### src/lens_pkg.sv
// How it works
// RULE_01 - Node answers only frames carrying its own identifier, valid range 03 to FE.
// RULE_02 - Identifier resets to 40 and host may assign a new one.
// RULE_03 - Focus and zoom potentiometer wipers are sampled and reported separately.
// RULE_04 - Zoom feedback 0% at wide end, 100% tight; sense may be reversed.
// RULE_05 - New focus or zoom target drives axis until feedback equals target; code ignores a target equal to the stored one.
// RULE_06 - Rate level of 50% holds the axis still.
// RULE_07 - Rate level above 50% moves the axis positive until back at 50%.
// RULE_08 - Rate level below 50% moves the axis negative until back at 50%.
// RULE_09 - Network indicator lights once the host reaches this node's identifier.
// RULE_10 - Local buttons drive focus and zoom in or out manually.
// RULE_11 - Levels are unsigned 16-bit; zero is 0%, full scale 100%, mid-scale 50%.
`default_nettype none
package lens_pkg;
	localparam logic [7:0]  ID_DEFAULT = 8'h40;
	localparam logic [7:0]  ID_MIN     = 8'h03;
	localparam logic [7:0]  ID_MAX     = 8'hFE;
	localparam logic [15:0] LEVEL_MID  = 16'h8000; // RULE_11
	localparam logic [15:0] LEVEL_FULL = 16'hFFFF;

	// Operation codes carried in a host frame.
	localparam logic [2:0] OP_SET_ID     = 3'h0;
	localparam logic [2:0] OP_FOCUS_SET  = 3'h1;
	localparam logic [2:0] OP_ZOOM_SET   = 3'h2;
	localparam logic [2:0] OP_IRIS_RATE  = 3'h3;
	localparam logic [2:0] OP_FOCUS_RATE = 3'h4;
	localparam logic [2:0] OP_ZOOM_RATE  = 3'h5;
	localparam logic [2:0] OP_POLL       = 3'h6;

	// Button bit positions.
	localparam int BTN_FOCUS_IN  = 0;
	localparam int BTN_FOCUS_OUT = 1;
	localparam int BTN_ZOOM_IN   = 2;
	localparam int BTN_ZOOM_OUT  = 3;
	localparam int BTN_COUNT     = 4;

	typedef enum logic [1:0] {MODE_IDLE, MODE_RATE, MODE_POSITION} mode_t;

	typedef struct packed {
		logic        valid;
		logic [7:0]  node;
		logic [2:0]  op;
		logic [15:0] level;
	} host_cmd_t;

	typedef struct packed {
		logic        valid;
		logic [7:0]  node;
		logic [15:0] focus;
		logic [15:0] zoom;
	} reply_t;

	typedef struct packed {
		logic pos;
		logic neg;
	} drive_t;
endpackage
`default_nettype wire

### src/lens_axis_drive_control.sv
`timescale 1ns/100ps
`default_nettype none

// Three-stage synchroniser for the panel buttons; a change is taken once stages two and three agree.
module button_sync #(parameter int W = 4) (
	input  wire logic         sys_clk,  // System clock.
	input  wire logic         rst,      // Synchronous reset.
	input  wire logic [W-1:0] raw,      // Asynchronous button levels.
	output logic      [W-1:0] clean_ff  // Debounced levels.
);
	logic [W-1:0] s1_ff;
	logic [W-1:0] s2_ff;
	logic [W-1:0] s3_ff;
	wire  [W-1:0] agree = ~(s2_ff ^ s3_ff);
	wire  [W-1:0] nxt_clean = (agree & s3_ff) | (~agree & clean_ff);

	// Stage one feeds stage two only, so metastability never reaches the agreement test.
	always_ff @(posedge sys_clk) begin
		if (rst) begin
			s1_ff    <= '0;
			s2_ff    <= '0;
			s3_ff    <= '0;
			clean_ff <= '0;
		end else begin
			s1_ff    <= raw;
			s2_ff    <= s1_ff;
			s3_ff    <= s2_ff;
			clean_ff <= nxt_clean;
		end
	end
endmodule

// One lens axis: rate mode, position mode and manual override.
module lens_axis (
	input  wire logic            sys_clk,  // System clock.
	input  wire logic            rst,      // Synchronous reset.
	input  wire logic            rate_load, // New rate level this cycle.
	input  wire logic            tgt_load, // New position target this cycle.
	input  wire logic [15:0]     level,    // Level carried with either load.
	input  wire logic [15:0]     fb,       // Position feedback of this axis.
	input  wire logic            btn_up,   // Manual positive move.
	input  wire logic            btn_dn,   // Manual negative move.
	output lens_pkg::drive_t     drive_ff  // Motor drive request.
);
	import lens_pkg::*;
	mode_t       mode_ff;
	mode_t       nxt_mode;
	logic [15:0] rate_ff;
	logic [15:0] tgt_ff;
	drive_t      nxt_drive;

	wire btn_any = btn_up | btn_dn;
	wire tgt_new = tgt_load && (level != tgt_ff);
	wire at_tgt  = (fb == tgt_ff);

	// Mode follows the latest rate load or a target that differs from the stored one; a reached target drops back to idle.
	always_comb begin
		nxt_mode = mode_ff;
		case (mode_ff)
			MODE_IDLE:     nxt_mode = MODE_IDLE;
			MODE_RATE:     nxt_mode = MODE_RATE;
			MODE_POSITION: if (at_tgt) nxt_mode = MODE_IDLE; // RULE_05
			default:       nxt_mode = MODE_IDLE;
		endcase
		if (rate_load)
			nxt_mode = MODE_RATE;
		else if (tgt_new)
			nxt_mode = MODE_POSITION; // RULE_05
	end

	// Buttons win over host commands so an installer can always move the lens.
	always_comb begin
		nxt_drive = '0;
		if (btn_any) begin
			nxt_drive.pos = btn_up && !btn_dn; // RULE_10
			nxt_drive.neg = btn_dn && !btn_up; // RULE_10
		end else begin
			case (mode_ff)
				MODE_RATE: begin
					nxt_drive.pos = rate_ff > LEVEL_MID; // RULE_07
					nxt_drive.neg = rate_ff < LEVEL_MID; // RULE_08
				end
				MODE_POSITION: begin
					nxt_drive.pos = fb < tgt_ff; // RULE_05
					nxt_drive.neg = fb > tgt_ff; // RULE_05
				end
				default: nxt_drive = '0;
			endcase
		end
	end

	// Axis state.
	always_ff @(posedge sys_clk) begin
		if (rst) begin
			mode_ff  <= MODE_IDLE;
			rate_ff  <= LEVEL_MID; // RULE_06
			tgt_ff   <= '0;
			drive_ff <= '0;
		end else begin
			mode_ff  <= nxt_mode;
			rate_ff  <= rate_load ? level : rate_ff;
			tgt_ff   <= tgt_new ? level : tgt_ff;
			drive_ff <= nxt_drive;
		end
	end
endmodule

// Top: host frame decode, node identifier, feedback sampling and the three axes.
module lens_axis_drive_control (
	input  wire logic                 sys_clk,      // System clock, 10 MHz.
	input  wire logic                 rst,          // Synchronous reset, active high.
	input  wire lens_pkg::host_cmd_t  host_cmd,     // Decoded host frame, one-cycle valid.
	input  wire logic [15:0]          focus_pot,    // Sampled focus wiper level.
	input  wire logic [15:0]          zoom_pot,     // Sampled zoom wiper level.
	input  wire logic                 zoom_reverse, // High for lenses with reversed zoom sense.
	input  wire logic [3:0]           button_raw,   // Panel buttons, asynchronous.
	output lens_pkg::reply_t          reply_ff,     // Answer to a poll.
	output logic [15:0]               focus_pos_ff, // Focus position feedback.
	output logic [15:0]               zoom_pos_ff,  // Zoom position feedback.
	output logic [7:0]                network_node_identifier_ff, // Current identifier.
	output logic                      net_led_ff,   // Network indicator.
	output lens_pkg::drive_t          iris_drive,   // Iris motor drive.
	output lens_pkg::drive_t          focus_drive,  // Focus motor drive.
	output lens_pkg::drive_t          zoom_drive    // Zoom motor drive.
);
	import lens_pkg::*;
	logic [BTN_COUNT-1:0] btn;
	reply_t               nxt_reply;

	// Frame decode: nothing below acts on a frame for another node.
	wire addressed  = host_cmd.valid && (host_cmd.node == network_node_identifier_ff); // RULE_01
	wire id_ok      = (host_cmd.level[15:8] == 8'h00) && (host_cmd.level[7:0] >= ID_MIN)
		&& (host_cmd.level[7:0] <= ID_MAX); // RULE_01
	wire set_id     = addressed && (host_cmd.op == OP_SET_ID) && id_ok; // RULE_02
	wire poll       = addressed && (host_cmd.op == OP_POLL);
	wire [7:0]  nxt_id = set_id ? host_cmd.level[7:0] : network_node_identifier_ff;
	wire [15:0] nxt_zoom = zoom_reverse ? (LEVEL_FULL - zoom_pot) : zoom_pot; // RULE_04

	// Poll answer carries the feedback held at the moment of the poll.
	always_comb begin
		nxt_reply.valid = poll; // RULE_01
		nxt_reply.node  = network_node_identifier_ff;
		nxt_reply.focus = focus_pos_ff;
		nxt_reply.zoom  = zoom_pos_ff;
	end

	// Identifier, indicator and feedback registers; the indicator stays lit until reset.
	always_ff @(posedge sys_clk) begin
		if (rst) begin
			network_node_identifier_ff <= ID_DEFAULT; // RULE_02
			net_led_ff   <= 1'b0;
			focus_pos_ff <= '0;
			zoom_pos_ff  <= '0;
			reply_ff     <= '0;
		end else begin
			network_node_identifier_ff <= nxt_id; // RULE_02
			net_led_ff   <= net_led_ff | addressed; // RULE_09
			focus_pos_ff <= focus_pot; // RULE_03
			zoom_pos_ff  <= nxt_zoom; // RULE_03
			reply_ff     <= nxt_reply;
		end
	end

	button_sync #(.W(BTN_COUNT)) u_btn (
		.sys_clk  (sys_clk),
		.rst      (rst),
		.raw      (button_raw),
		.clean_ff (btn)
	);

	// Iris has no feedback, so it only ever runs in rate mode.
	lens_axis u_iris (
		.sys_clk   (sys_clk),
		.rst       (rst),
		.rate_load (addressed && (host_cmd.op == OP_IRIS_RATE)),
		.tgt_load  (1'b0),
		.level     (host_cmd.level),
		.fb        (16'h0000),
		.btn_up    (1'b0),
		.btn_dn    (1'b0),
		.drive_ff  (iris_drive)
	);

	lens_axis u_focus (
		.sys_clk   (sys_clk),
		.rst       (rst),
		.rate_load (addressed && (host_cmd.op == OP_FOCUS_RATE)),
		.tgt_load  (addressed && (host_cmd.op == OP_FOCUS_SET)),
		.level     (host_cmd.level),
		.fb        (focus_pos_ff),
		.btn_up    (btn[BTN_FOCUS_IN]),
		.btn_dn    (btn[BTN_FOCUS_OUT]),
		.drive_ff  (focus_drive)
	);

	lens_axis u_zoom (
		.sys_clk   (sys_clk),
		.rst       (rst),
		.rate_load (addressed && (host_cmd.op == OP_ZOOM_RATE)),
		.tgt_load  (addressed && (host_cmd.op == OP_ZOOM_SET)),
		.level     (host_cmd.level),
		.fb        (zoom_pos_ff),
		.btn_up    (btn[BTN_ZOOM_IN]),
		.btn_dn    (btn[BTN_ZOOM_OUT]),
		.drive_ff  (zoom_drive)
	);
endmodule
`default_nettype wire

### config.mk
export PLATFORM = sky130hd
export DESIGN_NAME = lens_axis_drive_control
export DESIGN_NICKNAME = d
export VERILOG_FILES = /design/src/lens_pkg.sv /design/src/lens_axis_drive_control.sv
export SDC_FILE = /design/constraint.sdc
export NUM_CORES = 1
export LEC_CHECK = 0
export BUFFER_PORTS_ARGS = -buffer_cell sky130_fd_sc_hd__buf_2
export CORE_ASPECT_RATIO = 1.5
export CORE_MARGIN = 3
export CORE_UTILIZATION = 60
export DETAILED_ROUTE_END_ITERATION = 10
export HOLD_SLACK_MARGIN = 0.12
export PLACE_DENSITY = 0.85
export SLEW_MARGIN = 0
export SYNTH_ARGS = -nofsm -noshare
export SYNTH_HDL_FRONTEND = slang
export SYNTH_SLANG_ARGS = --single-unit
### constraint.sdc
create_clock -name sys_clk -period 5.9 [get_ports sys_clk]
set_input_delay 1.18 -clock sys_clk [delete_from_list [all_inputs] [get_ports sys_clk]]
set_output_delay 1.18 -clock sys_clk [all_outputs]
set_load 0.01 [all_outputs]
==> results.cfg, run 1 <==
[run_status]
status = completed

[setup_path]
required_ps = 6230
worstPathMaxFanout = 17
crit_type = in -> reg
critPathArrivalTime_ps = 3390
end_kind = register
startpoint_type = input pin

[cts]
path_clk_slew_ps = 70
cts_resized = 0
clk_latency_ps = 430
clockBufferDepth = 2
cts_tree = yes
cts_root_buf = clkbuf_16
cts_hold_buf = 0
clock_sinks = 189
cts_buffers = 17
htree_levels = 4
cts_setup_buffers = 0

[pwr]
ir_drop_v = 0.0001973
leakage_nw = 4.141
powerDensity_mw_per_mm2 = 280.7

[timing]
layout_worst_path_cycle_share = 0.5186
setup_violations = 0
relSlewSlack = 0.2224
maxSlewViolCount = 0
period_minus_slack_ps = 3060
holdWs_ps = 437.9
skew_ps = 7.849
hold_viol_final = 0
worst_slew_pin_slew_ps = 1163
fmax_mhz = 326.8
rsz0062_at_grt = no
final.setup.tns_ps = 0

[floorplan]
core_area_mm2 = 0.01353
fp.dieW_um = 102.3
rows = 52
die_y_um = 150.4
start_util = 0.6167
io_pins = 155
die_area_mm2 = 0.01539

[logic_synthesis]
synth_enable_flop_cells = 0
yosys_register_bits = 189
yosysSeqAreaShare = 0.4534
synth_most_common_cell = dfxtp_1
yosysUniqueCellTypes = 50
netlist_area_mm2 = 0.008346
yosysTopAreaCell = dfxtp_1
yosys-top-cells-count = dfxtp_1, nor2b_1, a21oi_1
netlist.area_leader.share = 0.4534
yosysWarnings = 0
synth_area_leaders = dfxtp_1, ha_1, mux2i_1, nor2b_1, nand2b_1
synthCells = 868
syn_nets = 971
synthArstFlopShare = 0
ys.flop_type = dfxtp_1
syn_area_per_cell_um2 = 9.615

[detailed_routing]
drt_iter0_markers = 580
drc_errors = 0
dr.pass1.iters = 5
routedWlPerCell_um = 17.14
vias = 6644
vias_per_cell = 5.762
ant_nets = 0
wl_um = 19760

[finish]
fin_area_mm2 = 0.009633
final-seq-area_mm2 = 0.003784
antennaDiodeCount = 0
drive_gt1_frac = 0.2200
fin_nets = 1081
multiInputGateArea_mm2 = 0.004038
final_util = 0.7118
area.growth.synth_to_final_pct = 15.43
fillers = 1057

[global_routing]
grt_pass1_wl_um = 31820
grt_max_degree = 120
grt_pass1_vias = 6489
track_usage = 0.2598
antenna_found_initial = 0
gr-total-overflow = 0

[job]
drv_cap = 0

[placed_design]
dpl_cell_area_mm2 = 0.009034
dpl.hpwl_um = 13700
gp_congestion = 0.9074
numPortBuffers = 154

[worst_hold_path]
hold_path.class = reg -> reg
## final cells by class
cell class	instances	share of cell area
Sequential cell	189	0.3928
Multi-Input combinational cell	561	0.4191
Clock buffer	17	0.04416
Inverter	47	0.01831
Timing Repair Buffer	162	0.08650
Tap cell	162	0.02104
Clock inverter	15	0.01805
## cell families (layout without fill, tap and decap cells)
logic type	count (synthesis)	after routing	synth area share
XOR/XNOR	56	56	0.06237
adder cells (fa/ha/maj)	36	36	0.05397
AND/OR/NAND/NOR	281	281	0.1988
multiplexers	41	41	0.04932
flip-flops	189	189	0.4534
AO/OA/AOI/OAI	147	147	0.1190
buffers and inverters	118	241	0.06312
## flip-flops by register name, summed over array words and instances (netlist names), 4 cells and up, named ones only
signal and flops:
focus_pos_ff 16, network_node_identifier_ff 8, reply_ff 41, u_btn.s1_ff 4, u_btn.s2_ff 4, u_btn.s3_ff 4, u_focus.rate_ff 16, u_focus.tgt_ff 16
u_iris.rate_ff 16, u_zoom.rate_ff 16, u_zoom.tgt_ff 16, zoom_pos_ff 16
## per-layer routing
metal / up-vias / routed length, µm / global-route usage / part of all wire
met3: 43 / 1123 / 0.04729 / 0.057
met1: 3129 / 7768 / 0.3091 / 0.39
met4: 0 / 519 / 0.09718 / 0.026
met2: 240 / 10350 / 0.4593 / 0.52
li1: 3232 / - / - / -
met5: - / 0 / 0 / 0
## path summary, 6_finish.rpt
| check | slack, ps | to | depth (start not counted) | start |
|---|---|---|---|---|
| worst max-delay path | 2840 | u_zoom.rate_ff[10] | 6 | host_cmd[24] |
| worst min-delay path | 440 | u_btn.s2_ff[0] | 1 | u_btn.s1_ff[0] |
| worst max register to register | 3350 | u_zoom.rate_ff[10] | 5 | network_node_identifier_ff[5] |
| worst min register to register | 440 | u_btn.s2_ff[0] | 1 | u_btn.s1_ff[0] |
## through the flow
| step | total power [W] | std cells | worst slack, ps |
|---|---|---|---|
| 2_1_floorplan | 0.001490 | 868 | 3228 |
| 3_3_place_gp | 0.001566 | 1121 | 2558 |
| 3_5_place_dp | 0.001571 | 1121 | 2391 |
| 4_1_cts | 0.002721 | 1153 | 2817 |
| 5_1_grt | 0.002804 | 1153 | 2684 |
| 6_report | 0.002704 | 1153 | 2840 |
## worst max-delay path: stages
cell     delay, ps
buf_2          110
xnor2_1        230
nand4_1        130
nor4_1         410
nand3_1        890
mux2i_1        430
## report_power, final
group	leakage, nW	internal (W)	switching, W	total, W
clock network	0.287	0.000639	0.000522	0.00116
logic	2.32	0.0000943	0.000131	0.000225
registers	1.54	0.00130	0.0000151	0.00132
## placed cells by master, fill, tap and decap left out, drive strengths merged, types with 4 or more instances in the layout
| master | instances |
|---|---|
| nor2b | 60 |
| nand2b | 57 |
| dfxtp | 189 |
| xnor2 | 24 |
| a21oi | 59 |
| a2111oi | 5 |
| o31ai | 33 |
| o21ai | 19 |
| xor2 | 32 |
| and4 | 4 |
| ha | 36 |
| clkbuf | 17 |
| or2 | 4 |
| mux2i | 40 |
| nand3 | 20 |
| nor3 | 5 |
| a21o | 12 |
| buf | 162 |
| nand2 | 11 |
| inv | 54 |
| nand4 | 50 |
| nor4 | 23 |
| nor2 | 34 |
(Power assumes the default switching activity.)
==> inputs of run 2 (changes only) <==
- ABC_AREA: unset -> 1
- CORE_UTILIZATION: 60 -> 56
- PLACE_DENSITY: 0.85 -> 0.8
- clock period: 5.9 -> 3.21 ns (I/O delays scaled with it)
==> run 2 against run 1 <==
Final area increased by 2.7%. Cell count increased by 29%. Sequential cell count unchanged. Largest power group unchanged.
==> results.cfg, run 2 <==
[logic_synthesis]
syn_area_per_cell_um2 = 7.421
syn_nets = 1256
synthArstFlopShare = 0
netlist.area_leader.share = 0.4422
yosysUniqueCellTypes = 34
yosysWarnings = 0
synth_enable_flop_cells = 0
synth_area_leaders = dfxtp_1, nor2_1, nand2_1, inv_1, ha_1
yosysTopAreaCell = dfxtp_1
netlist_area_mm2 = 0.008557
yosysSeqAreaShare = 0.4422
synth_most_common_cell = nor2_1
yosys_register_bits = 189
yosys-top-cells-count = nor2_1, nand2_1, dfxtp_1
ys.flop_type = dfxtp_1
synthCells = 1153

[setup_path]
crit_chain = inv_1, nand2_1, nand2_1, nor3_1, nand3_2, nor2_4, nand3_1, nand2_1, a21oi_1
r2r-end = u_focus.mode_ff[0]
cp_common_cell = nand2_1
crit_start = network_node_identifier_ff[3]
cp.buffers_inverters = 1
r2r_slack_ps = 1030
end_kind = register
critPathArrivalTime_ps = 2480
crit_type = reg -> reg
required_ps = 3510
endpoint = u_focus.mode_ff[0]
startpoint_type = register
r2r-start = network_node_identifier_ff[3]
crit_family = simple AND/OR/NAND/NOR gates
reg2reg_depth = 9
cp.depth = 9
worstPathMaxFanout = 34
slowest_delay_ps = 600
crit_slowest_cell = nor2_4

[global_routing]
track_usage = 0.2545
grt_pass1_vias = 7206
gr-total-overflow = 0
grt_pass1_wl_um = 34030
grt_max_degree = 46
antenna_found_initial = 0

[floorplan]
io_pins = 155
rows = 54
core_area_mm2 = 0.01473
fp.dieW_um = 106.9
die_y_um = 157.4
start_util = 0.5810
die_area_mm2 = 0.01683

[detailed_routing]
routedWlPerCell_um = 14.22
vias_per_cell = 5.067
ant_nets = 0
vias = 7529
dr.pass1.iters = 5
drc_errors = 0
wl_um = 21130
drt_iter0_markers = 386

[timing]
worst_slew_pin_slew_ps = 889.2
relSlewSlack = 0.4050
period_minus_slack_ps = 2175
hold_viol_final = 0
fmax_mhz = 459.8
setup_violations = 0
final.setup.tns_ps = 0
skew_ps = 11.63
rsz0062_at_grt = no
layout_worst_path_cycle_share = 0.6776
maxSlewViolCount = 0

[worst_hold_path]
hold_path.class = in -> reg

[pwr]
ir_drop_v = 0.0003147
pwr-share-clk = 0.428
intPower_w = 0.003749
p_sw_w = 0.001263
p_seq_frac = 0.484
leakage_nw = 4.746
powerDensity_mw_per_mm2 = 506.8
power_frac_comb = 0.088
switching_share = 0.2520

[cts]
cts_root_buf = clkbuf_16
cts_buffers = 17
htree_levels = 4
clockBufferDepth = 2
cts_setup_buffers = 0
cts_resized = 0
clk_latency_ps = 440
cts_tree = yes
clock_sinks = 189
path_clk_slew_ps = 70
cts_hold_buf = 0

[run_status]
status = completed

[finish]
final_cell_mix = nor2_1, nand2_1, dfxtp_1
largest_register_ffs = 41
drive_gt1_frac = 0.1713
layout_commonest_cell = nor2_1
area.growth.synth_to_final_pct = 15.57
final_util = 0.6714
final_cells = 1486
fin_nets = 1380
largest_register = reply_ff
antennaDiodeCount = 0

[placed_design]
dp.cells = 1454
gp_congestion = 0.8956
dpl.hpwl_um = 15130
numPortBuffers = 154

[job]
drv_cap = 0
-- run 2: cell types whose count changed in the layout (fill, tap and decap cells not counted), sizes merged, moves of 22 or more --
cell | previous run | this run
nor2 | 34 | 241
nand2 | 11 | 216
inv | 54 | 175
nor2b | 60 | 0
nand2b | 57 | 0
mux2i | 40 | 0
o31ai | 33 | 1
nand4 | 50 | 72
-- run 2: worst min path at each step --
stage / startpoint / endpoint / depth (start not counted)
finish: button_raw[0] / u_btn.s1_ff[0] / 3
global route: focus_pot[6] / focus_pos_ff[6] / 3
CTS: button_raw[0] / u_btn.s1_ff[0] / 3
detailed placement: u_btn.s1_ff[0] / u_btn.s2_ff[0] / 2
global placement: u_btn.s1_ff[0] / u_btn.s2_ff[0] / 2
floorplan: u_btn.s1_ff[0] / u_btn.s2_ff[0] / 2
-- run 2: power by group through the flow --
stage | clock, W | combinational (W) | sequential (W)
5_1_grt | 0.00227 | 0.000495 | 0.00243
3_3_place_gp | 0 | 0.000428 | 0.00248
2_1_floorplan | 0 | 0.000263 | 0.00250
6_report | 0.00214 | 0.000442 | 0.00243
3_5_place_dp | 0 | 0.000438 | 0.00248
4_1_cts | 0.00218 | 0.000442 | 0.00243
-- run 2: final cells by class --
type,instances,area [µm²]
Clock buffer,19,442.9
Clock inverter,13,153.9
Fill cell,1329,4840
Inverter,168,630.6
Multi-Input combinational cell,739,3800
Sequential cell,189,3784
Tap cell,196,245.2
Timing Repair Buffer,162,833.3
-- run 2: cell families (layout without fill, tap and decap cells) --
family          Yosys count  in the layout  share of synthesized area
compound gates           82             82                    0.05103
xor+xnor                 44             44                    0.04504
fa+ha+maj                36             36                    0.05264
buf+inv                 225            362                     0.1138
flops                   189            189                     0.4422
simple gates            577            577                     0.2954
-- run 2: through the flow --
stage / hold slack [ps] / setup slack [ps] / power (W) / area (µm²)
floorplan: 388.3 / 1374 / 0.002762 / 8557
global placement: 394.0 / 843.3 / 0.002908 / 9293
detailed placement: 399.7 / 776.7 / 0.002920 / 9293
CTS: 398.4 / 1053 / 0.005048 / 9889
global route: 404.5 / 828.4 / 0.005202 / 9889
finish: 403.6 / 1035 / 0.005012 / 9889
-- run 2: per-layer routing --
metal  share of wire  up-vias  track usage
li1                -     3845            -
met1            0.38     3391       0.2788
met2            0.53      235       0.4688
met3           0.054       58      0.04268
met4           0.036        0       0.1292
met5               0        -            0
-- run 2: tightest hold or removal path: cells and delay by family --
family / cells / cell delay [ps]
buf+inv: 2 / 100
simple gates: 1 / 60
==> inputs of run 3 (changes only) <==
- CORE_UTILIZATION: 56 -> 50
- PLACE_DENSITY: 0.8 -> 0.76
- clock period: 3.21 -> 1.75 ns (I/O delays scaled with it)
==> run 3 against run 2 <==
Core utilization shrank 1.6 points. Largest cell class unchanged. Sequential power is 83% higher. Total power up 83%. Sequential cell count is the same. Critical endpoint is now u_focus.drive_ff[1]. Combinational power is 120% higher. Count of clock-buffer cells in the layout down 2. First-iteration DRC count down 7.8%. Via count up 5.6%. Worst hold slack got worse by 260 ps. Register-to-register slack got worse by 960 ps.
==> results.cfg, run 3 (synthesized netlist as in run 2, its figures left out) <==
[cts]
clock_sinks = 189
clockBufferDepth = 2
clk_latency_ps = 450
htree_levels = 4
path_clk_slew_ps = 70
cts_tree = yes
cts_root_buf = clkbuf_16
cts_buffers = 17

[global_routing]
grt_pass1_wl_um = 36200
gr-total-overflow = 0
grt_max_degree = 65
grt_pass1_vias = 7622
antenna_found_initial = 0
track_usage = 0.2410

[timing]
skew_ps = 9.153
setup_violations = 0
relSlewSlack = 0.5630
layout_worst_path_cycle_share = 0.9578
fin_ws_ps = 73.85
maxSlewViolCount = 0
fmax_mhz = 596.6
hold_viol_final = 0
worst_slew_pin_slew_ps = 655.5
period_minus_slack_ps = 1676

[finish]
antennaDiodeCount = 0
drive_gt1_frac = 0.2545
layout_commonest_cell = nor2_1
largest_register = reply_ff
multiInputGateArea_mm2 = 0.003988
fillers = 1392
fin_nets = 1469
largest_register_ffs = 41
final_util = 0.6550
area.growth.synth_to_final_pct = 28.32
final-seq-area_mm2 = 0.003819
final_cell_mix = nor2_1, nand2_1, dfxtp_1

[detailed_routing]
vias = 7952
routedWlPerCell_um = 14.58
drc_errors = 0
drt_iter0_markers = 356
ant_nets = 0
dr.pass1.iters = 7
vias_per_cell = 5.004
wl_um = 23170

[job]
drv_cap = 0

[setup_path]
critPathArrivalTime_ps = 2050
reg2reg_depth = 11
required_ps = 2130
r2r-end = u_focus.drive_ff[1]
startpoint_type = register
crit_type = reg -> reg
worstPathMaxFanout = 3
r2r-start = u_focus.tgt_ff[9]
r2r_slack_ps = 70
end_kind = register

[pwr]
powerDensity_mw_per_mm2 = 835.6
leakage_nw = 5.228
intPower_w = 0.006690
p_seq_frac = 0.485
ir_drop_v = 0.0006475
pwr-share-clk = 0.410
switching_share = 0.2709
p_sw_w = 0.002486
power_frac_comb = 0.105

[placed_design]
place_ws_ps = -206.9
gp_congestion = 0.8958
numPortBuffers = 154
dpl.hpwl_um = 16560

[floorplan]
fp.dieW_um = 112.8
core_area_mm2 = 0.01676
die_area_mm2 = 0.01875
io_pins = 155
die_y_um = 166.2
start_util = 0.5104
rows = 58

[run_status]
status = completed

[worst_hold_path]
hold_path.class = in -> reg
hp-start = zoom_pot[0]
whs_endpoint = zoom_pos_ff[0]
holdPathStages = 3
run 3: cell count changes in the layout (fill, tap and decap cells not counted), sizes merged:
cell | previous run | this run
buf | 162 | 228
dlygate4sd3 | 0 | 20
inv | 175 | 178
bufinv | 2 | 0
clkinvlp | 0 | 2
clkbuf | 19 | 20
clkinv | 4 | 3
run 3: area by class of cell:
| cell class | instances | share of cell area |
|---|---|---|
| Tap cell | 210 | 0.02393 |
| Inverter | 168 | 0.05743 |
| Multi-Input combinational cell | 739 | 0.3632 |
| Sequential cell | 189 | 0.3478 |
| Clock inverter | 15 | 0.01310 |
| Timing Repair Buffer | 251 | 0.1559 |
| Clock buffer | 17 | 0.03874 |
run 3: worst max path at each step:
stage,startpoint,to,slack (ps),cells past startpoint
final,u_focus.tgt_ff[9],u_focus.drive_ff[1],70,11
after floorplan,network_node_identifier_ff[1],u_iris.rate_ff[15],160,10
after global routing,u_focus.tgt_ff[9],u_focus.drive_ff[1],-10,11
after global placement,host_cmd[8],network_node_identifier_ff[6],-190,8
after CTS,network_node_identifier_ff[1],u_iris.rate_ff[14],2,11
after detailed placement,host_cmd[8],network_node_identifier_ff[0],-210,8
run 3: power by group through the flow:
stage	clock, W	sequential (W)	combinational [W]
after floorplan	0	0.00458	0.000482
after global placement	0	0.00455	0.000866
after detailed placement	0	0.00455	0.000880
after CTS	0.00384	0.00445	0.000922
after global routing	0.00404	0.00446	0.00107
final	0.00376	0.00445	0.000965
run 3: what timing repair did:
action                                  4_1_cts  5_1_grt
hold buffers                                 20        0
endpoints found under the setup margin        6       90
gates resized for setup                       6       68
cloned                                        0        4
endpoints found under the hold margin        20        0
pin swaps                                     1       19
buffers inserted                              1        9
run 3: metrics by stage:
| step | TNS [ps] | area, µm² | hold slack [ps] | power (W) | instances |
|---|---|---|---|---|---|
| after CTS | 0 | 10600 | 130.8 | 0.009216 | 1576 |
| after global placement | -1728 | 9811 | 391.1 | 0.005417 | 1523 |
| after floorplan | 0 | 8557 | 388.3 | 0.005066 | 1153 |
| after detailed placement | -1961 | 9811 | 402.8 | 0.005433 | 1523 |
| after global routing | -39.07 | 10980 | 148.6 | 0.009569 | 1589 |
| final | 0 | 10980 | 139.2 | 0.009176 | 1589 |
run 3: per-layer routing:
metal  routed length, µm  up-vias  GRT usage  share of wire
li1                    -     4039          -              -
met3                1243       66    0.04776          0.054
met4                 868        0     0.1077          0.037
met1                8652     3600     0.2617           0.37
met5                   0        -          0              0
met2               12410      247     0.4435           0.54
run 3: critical path, stage by stage (launching register included):
cell and delay [ps]:
dfxtp_1 380, inv_1 70, ha_1 280, nand2_1 60, nand2_1 40, nand3_1 70
nand2_1 70, a21oi_2 200, nand3_1 100, nand2_1 60, nand2_1 120, a21oi_1 140
